===== config.mk =====
export PLATFORM = sky130hd
export DESIGN_NAME = controller_status_flag_bank
export DESIGN_NICKNAME = d
export VERILOG_FILES = /design/src/hw/status_bank_pkg.sv /design/src/hw/controller_status_flag_bank.sv /design/src/hw/tick_div.sv /design/src/hw/arith_flag_unit.sv
export VERILOG_INCLUDE_DIRS = /design/src /design/src/hw
export SDC_FILE = /design/constraint.sdc
export NUM_CORES = 1
export LEC_CHECK = 0
export ABC_AREA = 1
export BUFFER_PORTS_ARGS = -buffer_cell sky130_fd_sc_hd__buf_2
export CORE_UTILIZATION = 47
export CTS_CLUSTER_DIAMETER = 50
export CTS_CLUSTER_SIZE = 14
export DETAILED_ROUTE_END_ITERATION = 10
export PLACE_DENSITY_LB_ADDON = 0.12
export SLEW_MARGIN = 20
export SYNTH_ARGS = -nofsm -noshare
export SYNTH_HDL_FRONTEND = slang
export SYNTH_HIERARCHICAL = 1
export SYNTH_SLANG_ARGS = --single-unit

===== constraint.sdc =====
create_clock -name clk -period 2.6 [get_ports clk]
set_input_delay 0.13 -clock clk [delete_from_list [all_inputs] [get_ports clk]]
set_output_delay 0.13 -clock clk [all_outputs]
set_load 0.02 [all_outputs]

===== src/hw/status_bank_cfg.svh =====
// constants for the controller status flag bank
`ifndef STATUS_BANK_CFG_SVH
`define STATUS_BANK_CFG_SVH

// ----------------------------------------------------------------
// clock and base tick
// ----------------------------------------------------------------
`define CFG_CLK_PERIOD_NS   10
`define CFG_BASE_TICK_NS    1000000
`define CFG_BASE_TICK_CYC   (`CFG_BASE_TICK_NS / `CFG_CLK_PERIOD_NS)

// ----------------------------------------------------------------
// pulse relay half periods, in base ticks (ms)
// ----------------------------------------------------------------
`define CFG_FAST_PERIOD_MS    10
`define CFG_TENTH_PERIOD_MS   100
`define CFG_SECOND_PERIOD_S   1
`define CFG_MINUTE_PERIOD_S   60
`define CFG_MS_PER_S          1000
`define CFG_FAST_HALF_MS      (`CFG_FAST_PERIOD_MS / 2)
`define CFG_TENTH_HALF_MS     (`CFG_TENTH_PERIOD_MS / 2)
`define CFG_SECOND_HALF_MS    (`CFG_SECOND_PERIOD_S * `CFG_MS_PER_S / 2)
`define CFG_MINUTE_HALF_MS    (`CFG_MINUTE_PERIOD_S * `CFG_MS_PER_S / 2)

// ----------------------------------------------------------------
// timer time base, in base ticks (ms)
// ----------------------------------------------------------------
`define CFG_TIMER_FINE_MS     10
`define CFG_TIMER_COARSE_MS   100

// ----------------------------------------------------------------
// reset values
// ----------------------------------------------------------------
`define CFG_RST_FLAG          1'b0
`define CFG_RST_RTC_PRESENT   1'b1
`define CFG_RST_CODE          4'h0

`endif


===== src/hw/status_bank_pkg.sv =====
// types shared by the controller status flag bank
package status_bank_pkg;

  typedef enum logic [1:0] {
    OP_NONE  = 2'b00,
    OP_ADD   = 2'b01,
    OP_SUB   = 2'b10,
    OP_SHIFT = 2'b11
  } arith_op_t;

  typedef struct packed {
    logic        valid;
    arith_op_t   op;
    logic [15:0] a;
    logic [15:0] b;
  } arith_req_t;

  typedef struct packed {
    logic hardware_fault_flag;
    logic port_comm_fault_flag;
    logic param_fault_flag;
    logic syntax_fault_flag;
    logic circuit_fault_flag;
    logic operation_fault_flag;
  } fault_vec_t;

  typedef enum logic [1:0] {
    SCAN_STOP = 2'b00,
    SCAN_RUN  = 2'b01,
    SCAN_WAIT = 2'b10
  } scan_state_t;

endpackage : status_bank_pkg


===== src/hw/controller_status_flag_bank.sv =====
// status and control relay bank of the programmable controller
//
// Summary of operation
// - fast pulse relay, 10 ms period, even duty
// - tenth pulse relay, 100 ms period, even duty
// - second pulse relay, 1 s period, even duty
// - minute pulse relay, 1 min period, even duty
// - error summary is OR of six faults
// - zero flag set when sum/difference is zero
// - borrow flag set on subtraction underflow
// - carry flag on add carry or shift overflow
// - done flag when multi-scan operation finishes
// - control bit selects 100 ms or 10 ms base
// - either clear bit wipes images and values
// - hold bit keeps memory across run-to-stop
// - outputs-off bit forces every output contact off
// - fixed scan waits for scan time first
// - closed run monitor is inverse of open
// - clock presence relay always asserted
`timescale 1ns/10ps
`default_nettype none
`include "status_bank_cfg.svh"
module controller_status_flag_bank
  import status_bank_pkg::*;
#(
  parameter int unsigned BASE_TICK_CYC = `CFG_BASE_TICK_CYC,
  parameter int unsigned OUT_W         = 16
) (
  input  wire logic             clk,
  input  wire logic             resetn,
  input  wire logic             run_switch_pin,
  input  wire logic             scan_end,
  input  wire arith_req_t       arith_req,
  input  wire logic             multi_scan_done,
  input  wire fault_vec_t       faults,
  input  wire logic             timer_base_select,
  input  wire logic             volatile_memory_clear,
  input  wire logic             retained_memory_clear,
  input  wire logic             hold_on_stop,
  input  wire logic             outputs_off_control,
  input  wire logic             fixed_scan_enable,
  input  wire logic [15:0]      fixed_scan_time,
  input  wire logic [OUT_W-1:0] output_image,
  output var  logic             run_monitor_open,
  output var  logic             run_monitor_closed,
  output var  logic             first_scan_pulse_open,
  output var  logic             first_scan_pulse_closed,
  output var  logic             scan_start,
  output var  logic             error_summary_flag,
  output var  logic [3:0]       error_summary_code,
  output var  logic             pulse_period_fast,
  output var  logic             pulse_period_tenth,
  output var  logic             pulse_period_second,
  output var  logic             pulse_period_minute,
  output var  logic             rtc_present_flag,
  output var  logic             arith_zero_flag,
  output var  logic             arith_borrow_flag,
  output var  logic             arith_carry_flag,
  output var  logic             instr_done_flag,
  output var  logic             timer_tick,
  output var  logic             memory_clear,
  output var  logic             stop_clear,
  output var  logic [OUT_W-1:0] output_contacts
);

  // ----------------------------------------------------------------
  // elaboration checks
  // ----------------------------------------------------------------
  initial begin
    if (BASE_TICK_CYC < 2) $error("BASE_TICK_CYC must be at least 2");
    if (OUT_W < 1) $error("OUT_W must be at least 1");
  end

  // ----------------------------------------------------------------
  // functions
  // ----------------------------------------------------------------
  // lowest numbered active fault, zero when none
  function automatic logic [3:0] fault_code(input fault_vec_t f);
    logic [3:0] c;
    c = `CFG_RST_CODE;
    if (f.operation_fault_flag) c = 4'h6;
    if (f.circuit_fault_flag)   c = 4'h5;
    if (f.syntax_fault_flag)    c = 4'h4;
    if (f.param_fault_flag)     c = 4'h3;
    if (f.port_comm_fault_flag) c = 4'h2;
    if (f.hardware_fault_flag)  c = 4'h1;
    return c;
  endfunction : fault_code

  // ----------------------------------------------------------------
  // base tick, one per ms
  // ----------------------------------------------------------------
  logic ms_tick;

  tick_div #(
    .N (BASE_TICK_CYC)
  ) u_ms_tick (
    .clk    (clk),
    .resetn (resetn),
    .tick   (ms_tick)
  );

  // ----------------------------------------------------------------
  // free running pulse relays
  // ----------------------------------------------------------------
  localparam int unsigned HALF_MS [4] = '{
    `CFG_FAST_HALF_MS, `CFG_TENTH_HALF_MS,
    `CFG_SECOND_HALF_MS, `CFG_MINUTE_HALF_MS
  };

  logic [3:0]  pulse_reg;
  logic [14:0] half_cnt_reg [4];

  genvar gi;
  generate
    for (gi = 0; gi < 4; gi++) begin : g_pulse
      logic half_done;
      assign half_done = (half_cnt_reg[gi] == 15'(HALF_MS[gi] - 1));
      // counting base ticks keeps the slow relay off a huge counter
      always_ff @(posedge clk) begin
        if (!resetn) begin
          half_cnt_reg[gi] <= '0;
          pulse_reg[gi]    <= `CFG_RST_FLAG;
        end else if (ms_tick) begin
          half_cnt_reg[gi] <= half_done ? '0 : half_cnt_reg[gi] + 15'h0001;
          if (half_done) pulse_reg[gi] <= !pulse_reg[gi];
        end
      end

    end
  endgenerate

  assign pulse_period_fast   = pulse_reg[0];
  assign pulse_period_tenth  = pulse_reg[1];
  assign pulse_period_second = pulse_reg[2];
  assign pulse_period_minute = pulse_reg[3];

  // ----------------------------------------------------------------
  // timer time base
  // ----------------------------------------------------------------
  logic [6:0] tbase_cnt_reg;
  logic [6:0] tbase_last;
  logic       tbase_wrap;

  assign tbase_last = timer_base_select ? 7'(`CFG_TIMER_FINE_MS - 1)
                                        : 7'(`CFG_TIMER_COARSE_MS - 1);
  assign tbase_wrap = ms_tick && tbase_cnt_reg >= tbase_last;

  always_ff @(posedge clk) begin
    if (!resetn) begin
      tbase_cnt_reg <= '0;
      timer_tick    <= `CFG_RST_FLAG;
    end else begin
      if (ms_tick) tbase_cnt_reg <= tbase_wrap ? '0 : tbase_cnt_reg + 7'h01;
      timer_tick <= tbase_wrap;
    end
  end

  // ----------------------------------------------------------------
  // run switch input, three stage synchroniser
  // ----------------------------------------------------------------
  logic run_s1_reg;
  logic run_s2_reg;
  logic run_s3_reg;
  logic run_lvl_reg;

  // s1 feeds only s2; a change counts once s2 and s3 agree
  always_ff @(posedge clk) begin
    if (!resetn) begin
      run_s1_reg  <= 1'b0;
      run_s2_reg  <= 1'b0;
      run_s3_reg  <= 1'b0;
      run_lvl_reg <= 1'b0;
    end else begin
      run_s1_reg <= run_switch_pin;
      run_s2_reg <= run_s1_reg;
      run_s3_reg <= run_s2_reg;
      if (run_s2_reg == run_s3_reg) run_lvl_reg <= run_s3_reg;
    end
  end

  // ----------------------------------------------------------------
  // scan sequencer with fixed scan wait
  // ----------------------------------------------------------------
  scan_state_t state_reg;
  scan_state_t state_next;
  logic [15:0] elapsed_reg;
  logic        time_met;
  logic        start_now;
  logic        first_reg;

  assign time_met = !fixed_scan_enable || elapsed_reg >= fixed_scan_time;

  always_comb begin
    state_next = state_reg;
    start_now  = 1'b0;
    unique case (state_reg)
      SCAN_STOP: begin
        if (run_lvl_reg) begin
          state_next = SCAN_RUN;
          start_now  = 1'b1;
        end
      end
      SCAN_RUN: begin
        if (!run_lvl_reg) state_next = SCAN_STOP;
        else if (scan_end && time_met) start_now = 1'b1;
        else if (scan_end) state_next = SCAN_WAIT;
      end
      SCAN_WAIT: begin
        if (!run_lvl_reg) state_next = SCAN_STOP;
        else if (time_met) begin
          state_next = SCAN_RUN;
          start_now  = 1'b1;
        end
      end
      default: state_next = SCAN_STOP;
    endcase
  end

  always_ff @(posedge clk) begin
    if (!resetn) begin
      state_reg   <= SCAN_STOP;
      elapsed_reg <= '0;
      scan_start  <= `CFG_RST_FLAG;
      first_reg   <= `CFG_RST_FLAG;
    end else begin
      state_reg  <= state_next;
      scan_start <= start_now;
      // saturate so a long scan never wraps into a short one
      if (start_now) elapsed_reg <= '0;
      else if (ms_tick && elapsed_reg != 16'hFFFF) elapsed_reg <= elapsed_reg + 16'h0001;
      if (state_reg == SCAN_STOP && start_now) first_reg <= 1'b1;
      else if (start_now || state_next == SCAN_STOP) first_reg <= 1'b0;
    end
  end

  // ----------------------------------------------------------------
  // run monitors and first scan pulse
  // ----------------------------------------------------------------
  always_ff @(posedge clk) begin
    if (!resetn) begin
      run_monitor_open        <= 1'b0;
      run_monitor_closed      <= 1'b1;
      first_scan_pulse_open   <= 1'b0;
      first_scan_pulse_closed <= 1'b1;
    end else begin
      run_monitor_open        <= state_next != SCAN_STOP;
      run_monitor_closed      <= state_next == SCAN_STOP;
      first_scan_pulse_open   <= first_reg;
      first_scan_pulse_closed <= !first_reg;
    end
  end

  // ----------------------------------------------------------------
  // error summary
  // ----------------------------------------------------------------
  always_ff @(posedge clk) begin
    if (!resetn) begin
      error_summary_flag <= `CFG_RST_FLAG;
      error_summary_code <= `CFG_RST_CODE;
    end else begin
      error_summary_flag <= |faults;
      error_summary_code <= fault_code(faults);
    end
  end

  // ----------------------------------------------------------------
  // arithmetic flags
  // ----------------------------------------------------------------
  arith_flag_unit u_arith (
    .clk         (clk),
    .resetn      (resetn),
    .req         (arith_req),
    .zero_flag   (arith_zero_flag),
    .borrow_flag (arith_borrow_flag),
    .carry_flag  (arith_carry_flag)
  );

  // ----------------------------------------------------------------
  // instruction complete, cleared as the next scan starts
  // ----------------------------------------------------------------
  always_ff @(posedge clk) begin
    if (!resetn) begin
      instr_done_flag <= `CFG_RST_FLAG;
    end else begin
      // the set wins so a completion on the clear edge survives
      if (multi_scan_done) instr_done_flag <= 1'b1;
      else if (scan_start) instr_done_flag <= 1'b0;
    end
  end

  // ----------------------------------------------------------------
  // memory clear, hold and output disable
  // ----------------------------------------------------------------
  logic run_stop_edge;

  assign run_stop_edge = state_reg != SCAN_STOP && state_next == SCAN_STOP;

  always_ff @(posedge clk) begin
    if (!resetn) begin
      rtc_present_flag <= `CFG_RST_RTC_PRESENT;
      memory_clear     <= `CFG_RST_FLAG;
      stop_clear       <= `CFG_RST_FLAG;
      output_contacts  <= '0;
    end else begin
      rtc_present_flag <= 1'b1;
      memory_clear     <= volatile_memory_clear || retained_memory_clear;
      stop_clear       <= run_stop_edge && !hold_on_stop;
      // clear and disable also blank the contacts on the same edge
      if (outputs_off_control || volatile_memory_clear || retained_memory_clear)
        output_contacts <= '0;
      else output_contacts <= output_image;
    end
  end
endmodule : controller_status_flag_bank
`default_nettype wire


===== src/hw/tick_div.sv =====
// divider giving a one-cycle tick every n clocks
`timescale 1ns/10ps
`default_nettype none
module tick_div #(
  parameter int unsigned N = 100000
) (
  input  wire logic clk,
  input  wire logic resetn,
  output var  logic tick
);
  localparam int unsigned CW = $clog2(N + 1);

  logic [CW-1:0] cnt_reg;
  logic [CW-1:0] cnt_next;
  logic          wrap;

  initial begin
    if (N < 2) $error("tick_div needs N of at least 2");
  end

  assign wrap     = (cnt_reg == CW'(N - 1));
  assign cnt_next = wrap ? '0 : cnt_reg + CW'(1);

  always_ff @(posedge clk) begin
    if (!resetn) begin
      cnt_reg <= '0;
      tick    <= 1'b0;
    end else begin
      cnt_reg <= cnt_next;
      tick    <= wrap;
    end
  end
endmodule : tick_div
`default_nettype wire


===== src/hw/arith_flag_unit.sv =====
// zero, borrow and carry flags from add, subtract and shift
`timescale 1ns/10ps
`default_nettype none
`include "status_bank_cfg.svh"
module arith_flag_unit
  import status_bank_pkg::*;
(
  input  wire logic       clk,
  input  wire logic       resetn,
  input  wire arith_req_t req,
  output var  logic       zero_flag,
  output var  logic       borrow_flag,
  output var  logic       carry_flag
);
  logic [16:0] sum_ext;
  logic [16:0] diff_ext;
  logic        add_op;
  logic        sub_op;
  logic        shf_op;
  logic        res_zero;
  logic        add_carry;
  logic        sub_borrow;

  assign add_op   = req.valid && req.op == OP_ADD;
  assign sub_op   = req.valid && req.op == OP_SUB;
  assign shf_op   = req.valid && req.op == OP_SHIFT;
  assign sum_ext  = {req.a[15], req.a} + {req.b[15], req.b};
  assign diff_ext = {req.a[15], req.a} - {req.b[15], req.b};
  assign res_zero = add_op ? (sum_ext[15:0] == 16'h0000)
                           : (diff_ext[15:0] == 16'h0000);
  // carry means the signed sum passed the top of the range
  assign add_carry  = !sum_ext[16] && sum_ext[15];
  // borrow means the signed difference fell under the bottom
  assign sub_borrow = diff_ext[16] && !diff_ext[15];

  always_ff @(posedge clk) begin
    if (!resetn) begin
      zero_flag   <= `CFG_RST_FLAG;
      borrow_flag <= `CFG_RST_FLAG;
      carry_flag  <= `CFG_RST_FLAG;
    end else begin
      if (add_op || sub_op) zero_flag <= res_zero;
      if (sub_op) borrow_flag <= sub_borrow;
      if (add_op) carry_flag <= add_carry;
      else if (shf_op) carry_flag <= req.a[15];
    end
  end
endmodule : arith_flag_unit
`default_nettype wire


==> results_dict.tcl <==
set metrics [dict create \
    period_needed_ns 2.14 \
    grt_pass1_vias 7732 \
    die_w_um 144 \
    final_layout_size_suffix_gt1_frac 0.151 \
    cp-startpoint "elapsed_reg[5]$_SDFFE_PP0P_" \
    required_ns 2.93 \
    hold_buffers 27 \
    via_per_inst 4.74 \
    reg2reg_depth 14 \
    grt_remaining_overflow 0 \
    port_buffers 119 \
    synth_top_family_by_area "simple AND/OR/NAND/NOR gates" \
    row_count 51 \
    synth_edf_count 60 \
    final_cell_mix "300 x nand2_1, 238 x inv_1, 175 x nor2_1" \
    tightestPinTransition_ns 0.558 \
    p_per_area_nw_per_um2 507 \
    syn-num-nets 1486 \
    cp_max_fo 15 \
    synthMuxAreaShare 0 \
    whs_ns 0.0118 \
    synth_flop_cell "dfxtp_1" \
    gr-max-usage-layer "met2" \
    largest_reg_flops 60 \
    synth_adder_area_share 0.0875 \
    fmax_ghz 0.468 \
    cts_tree "yes" \
    p_leak_nw 5.43 \
    fin_worst_skew_ns 0.00859 \
    grtUsageMet3 0.0334 \
    antenna_found_initial 0 \
    gr-usage-met1 0.258 \
    timing.rr.end "elapsed_reg[6]$_SDFFE_PP0P_" \
    synthCells 1336 \
    clkTransAtPathRegs_ns 0.07 \
    status "finished clean" \
    initial_core_util 0.484 \
    post_cts.repair.setup_buffers 0 \
    antenna_cells 0 \
    hold_viol_final 0 \
    r2r-start "elapsed_reg[5]$_SDFFE_PP0P_" \
    yosysWarningCount 6 \
    cts-root-buf "clkbuf_16" \
    cts_resized 0 \
    path_cells "ha_1 > nand2_1 > inv_1 > nand2_1 > nor2_1 > nor2_1 > nand2_1 > nand2_1 > nand2_1 > a21oi_1 > nor2_1 > nand2_1 > nand2_2 > nor3b_1" \
    dp_hpwl_um 16000 \
    wl_um 20800 \
    grtUsageTotal 0.206 \
    cts_max_path_buffers 2 \
    avgRoutedWirePerCell_um 11.8 \
    cts.sinks 144 \
    yosysSeqAreaShare 0.366 \
    synth_xor_area_frac 0.0248 \
    path_class "reg -> reg" \
    slew_headroom 0.627 \
    via_count 8357 \
    dieArea_sq_um 20800 \
    cts_buffers 17 \
    synth_compound_area_frac 0.0752 \
    critPathLaunchType "register" \
    finalInstanceArea_sq_um 11200 \
    critical_path_arrival_ns 2.47 \
    netlist_area_sq_um 9520 \
    cp_slowest_stage_delay_ns 0.44 \
    drtIter0Drc 385 \
    slew_violations 0 \
    core-area_sq_um 19700 \
    rsz0062_at_grt "no" \
    grt_first_pass_wirelength_um 34500 \
    synth-simple-area-share 0.332 \
    place_area_sq_um 10300 \
    io_pins 122 \
    timing.final.crit_share 0.822 \
    final_common_cell "nand2_1" \
    setup_viol 0 \
    peakVddDrop_mv 0.434 \
    synth_cell_type_count 51 \
    endpoint "elapsed_reg[6]$_SDFFE_PP0P_" \
    crit_top_cell "nand2_1" \
    cts_max_level 4 \
    worstSetupEndpointType "register" \
    met2_usage 0.360 \
    clock_latency_ns 0.43 \
    regToRegSetupSlack_ns 0.46 \
    min_path_type "in -> reg" \
    drc 0 \
    area_delta_synth_final_pct 17.9 \
    grt_max_degree 27 \
    ant_nets 0 \
    nNetsFinal 1635 \
    setup_tns_ns 0 \
    syn_avg_cell_area_sq_um 7.13 \
    synth_seq_cells 144 \
    die_y_um 144 \
    worst_path_max_delay_cell "dfxtp_1" \
    maxCapViolCount 0 \
    synthArstFlopShare 0 \
    drt-pass1-iter-count 5 \
    gp_congestion 0.839 \
]
cells by family (layout without fill, tap and decap cells):
kind of cell,Yosys count,after routing
simple gates,702,702
buf+inv,266,428
flops,144,144
compound gates,129,129
fa+ha+maj,66,66
xor+xnor,27,27
other cells,2,2
worst max-delay path, delay by kind of cell (launching register included):
kind / cells / cell delay [ns]
and+or+nand+nor: 11 / 1.15
DFF: 1 / 0.44
adders and majority gates: 1 / 0.29
AOI/OAI and AO/OA: 1 / 0.14
buffers and inverters: 1 / 0.03
synthesized netlist by cell type, types with 2 or more instances:
cell      count  share of area
inv_2         7         0.0028
a21oi_2       3         0.0028
nand4_1      19          0.012
nand2_2      14         0.0092
a21o_1        2         0.0016
buf_4         7         0.0055
xor2_1       20          0.018
nand2_4       2         0.0024
buf_6         3         0.0035
o21ai_0      36          0.019
nor2_2       22          0.014
nand3b_1      2         0.0016
clkbuf_1      4         0.0016
o21bai_1      3         0.0024
nor4_1        5         0.0033
conb_1        2        0.00079
o21ai_1       2         0.0011
or2_2         6         0.0039
nor3_1       38          0.020
buf_2         3         0.0016
edfxtp_1     60           0.19
nor2_1      175          0.069
buf_12        2         0.0042
nor3b_1      18          0.014
ha_1         65          0.085
o21a_1        8         0.0063
nand2_1     301           0.12
nand3_2       4         0.0042
dfxtp_1      84           0.18
a21oi_1      69          0.036
xnor2_1       7         0.0064
nand3_1      80          0.042
nor3_2        6         0.0063
and2_1        2         0.0013
inv_1       238          0.094
nor2_4        2         0.0024
through the flow:
step           utilization  cells  worst slack [ns]  total power, mW
4_1_cts              0.571   1763             0.450             5.76
5_1_grt              0.571   1763             0.168             5.96
6_report             0.571   1763             0.463             5.69
3_3_place_gp         0.526   1704             0.574             3.19
2_1_floorplan            -   1336             0.436             2.99
3_5_place_dp         0.526   1704             0.473             3.20
layout make-up:
| cell class | instances | area [sq um] |
|---|---|---|
| flip-flops and latches | 144 | 3480 |
| inverters | 246 | 923 |
| well taps | 265 | 332 |
| fillers | 1932 | 8430 |
| clock buffers | 17 | 425 |
| clock inverters | 15 | 188 |
| multi-input cells | 926 | 4950 |
| repair buffers | 150 | 921 |
power breakdown:
part / internal [mW] / switching, mW
Clock: 1.39 / 1.11
Sequential: 2.40 / 0.0390
Combinational: 0.282 / 0.461
worst min path at each step:
stage | from | endpoint | slack (ns) | cells past startpoint
after floorplan | faults[4] | error_summary_code[2]$_SDFF_PP0_ | 0.21 | 1
after global placement | run_switch_pin | run_s1_reg$_SDFF_PN0_ | 0.31 | 3
after detailed placement | run_switch_pin | run_s1_reg$_SDFF_PN0_ | 0.33 | 3
after CTS | faults[4] | error_summary_code[0]$_SDFF_PN0_ | 0.0002 | 4
after global routing | arith_req[33] | u_arith/carry_flag$_SDFFE_PN0P_ | 0.04 | 3
final | faults[4] | error_summary_code[0]$_SDFF_PN0_ | 0.01 | 4
routing by layer:
| metal | vias to the layer above | wire [um] |
|---|---|---|
| met1 | 3681 | 9840 |
| met2 | 127 | 10200 |
| met5 | - | 0 |
| met3 | 16 | 544 |
| met4 | 0 | 233 |
| li1 | 4533 | - |
(Power assumes the default switching activity.)
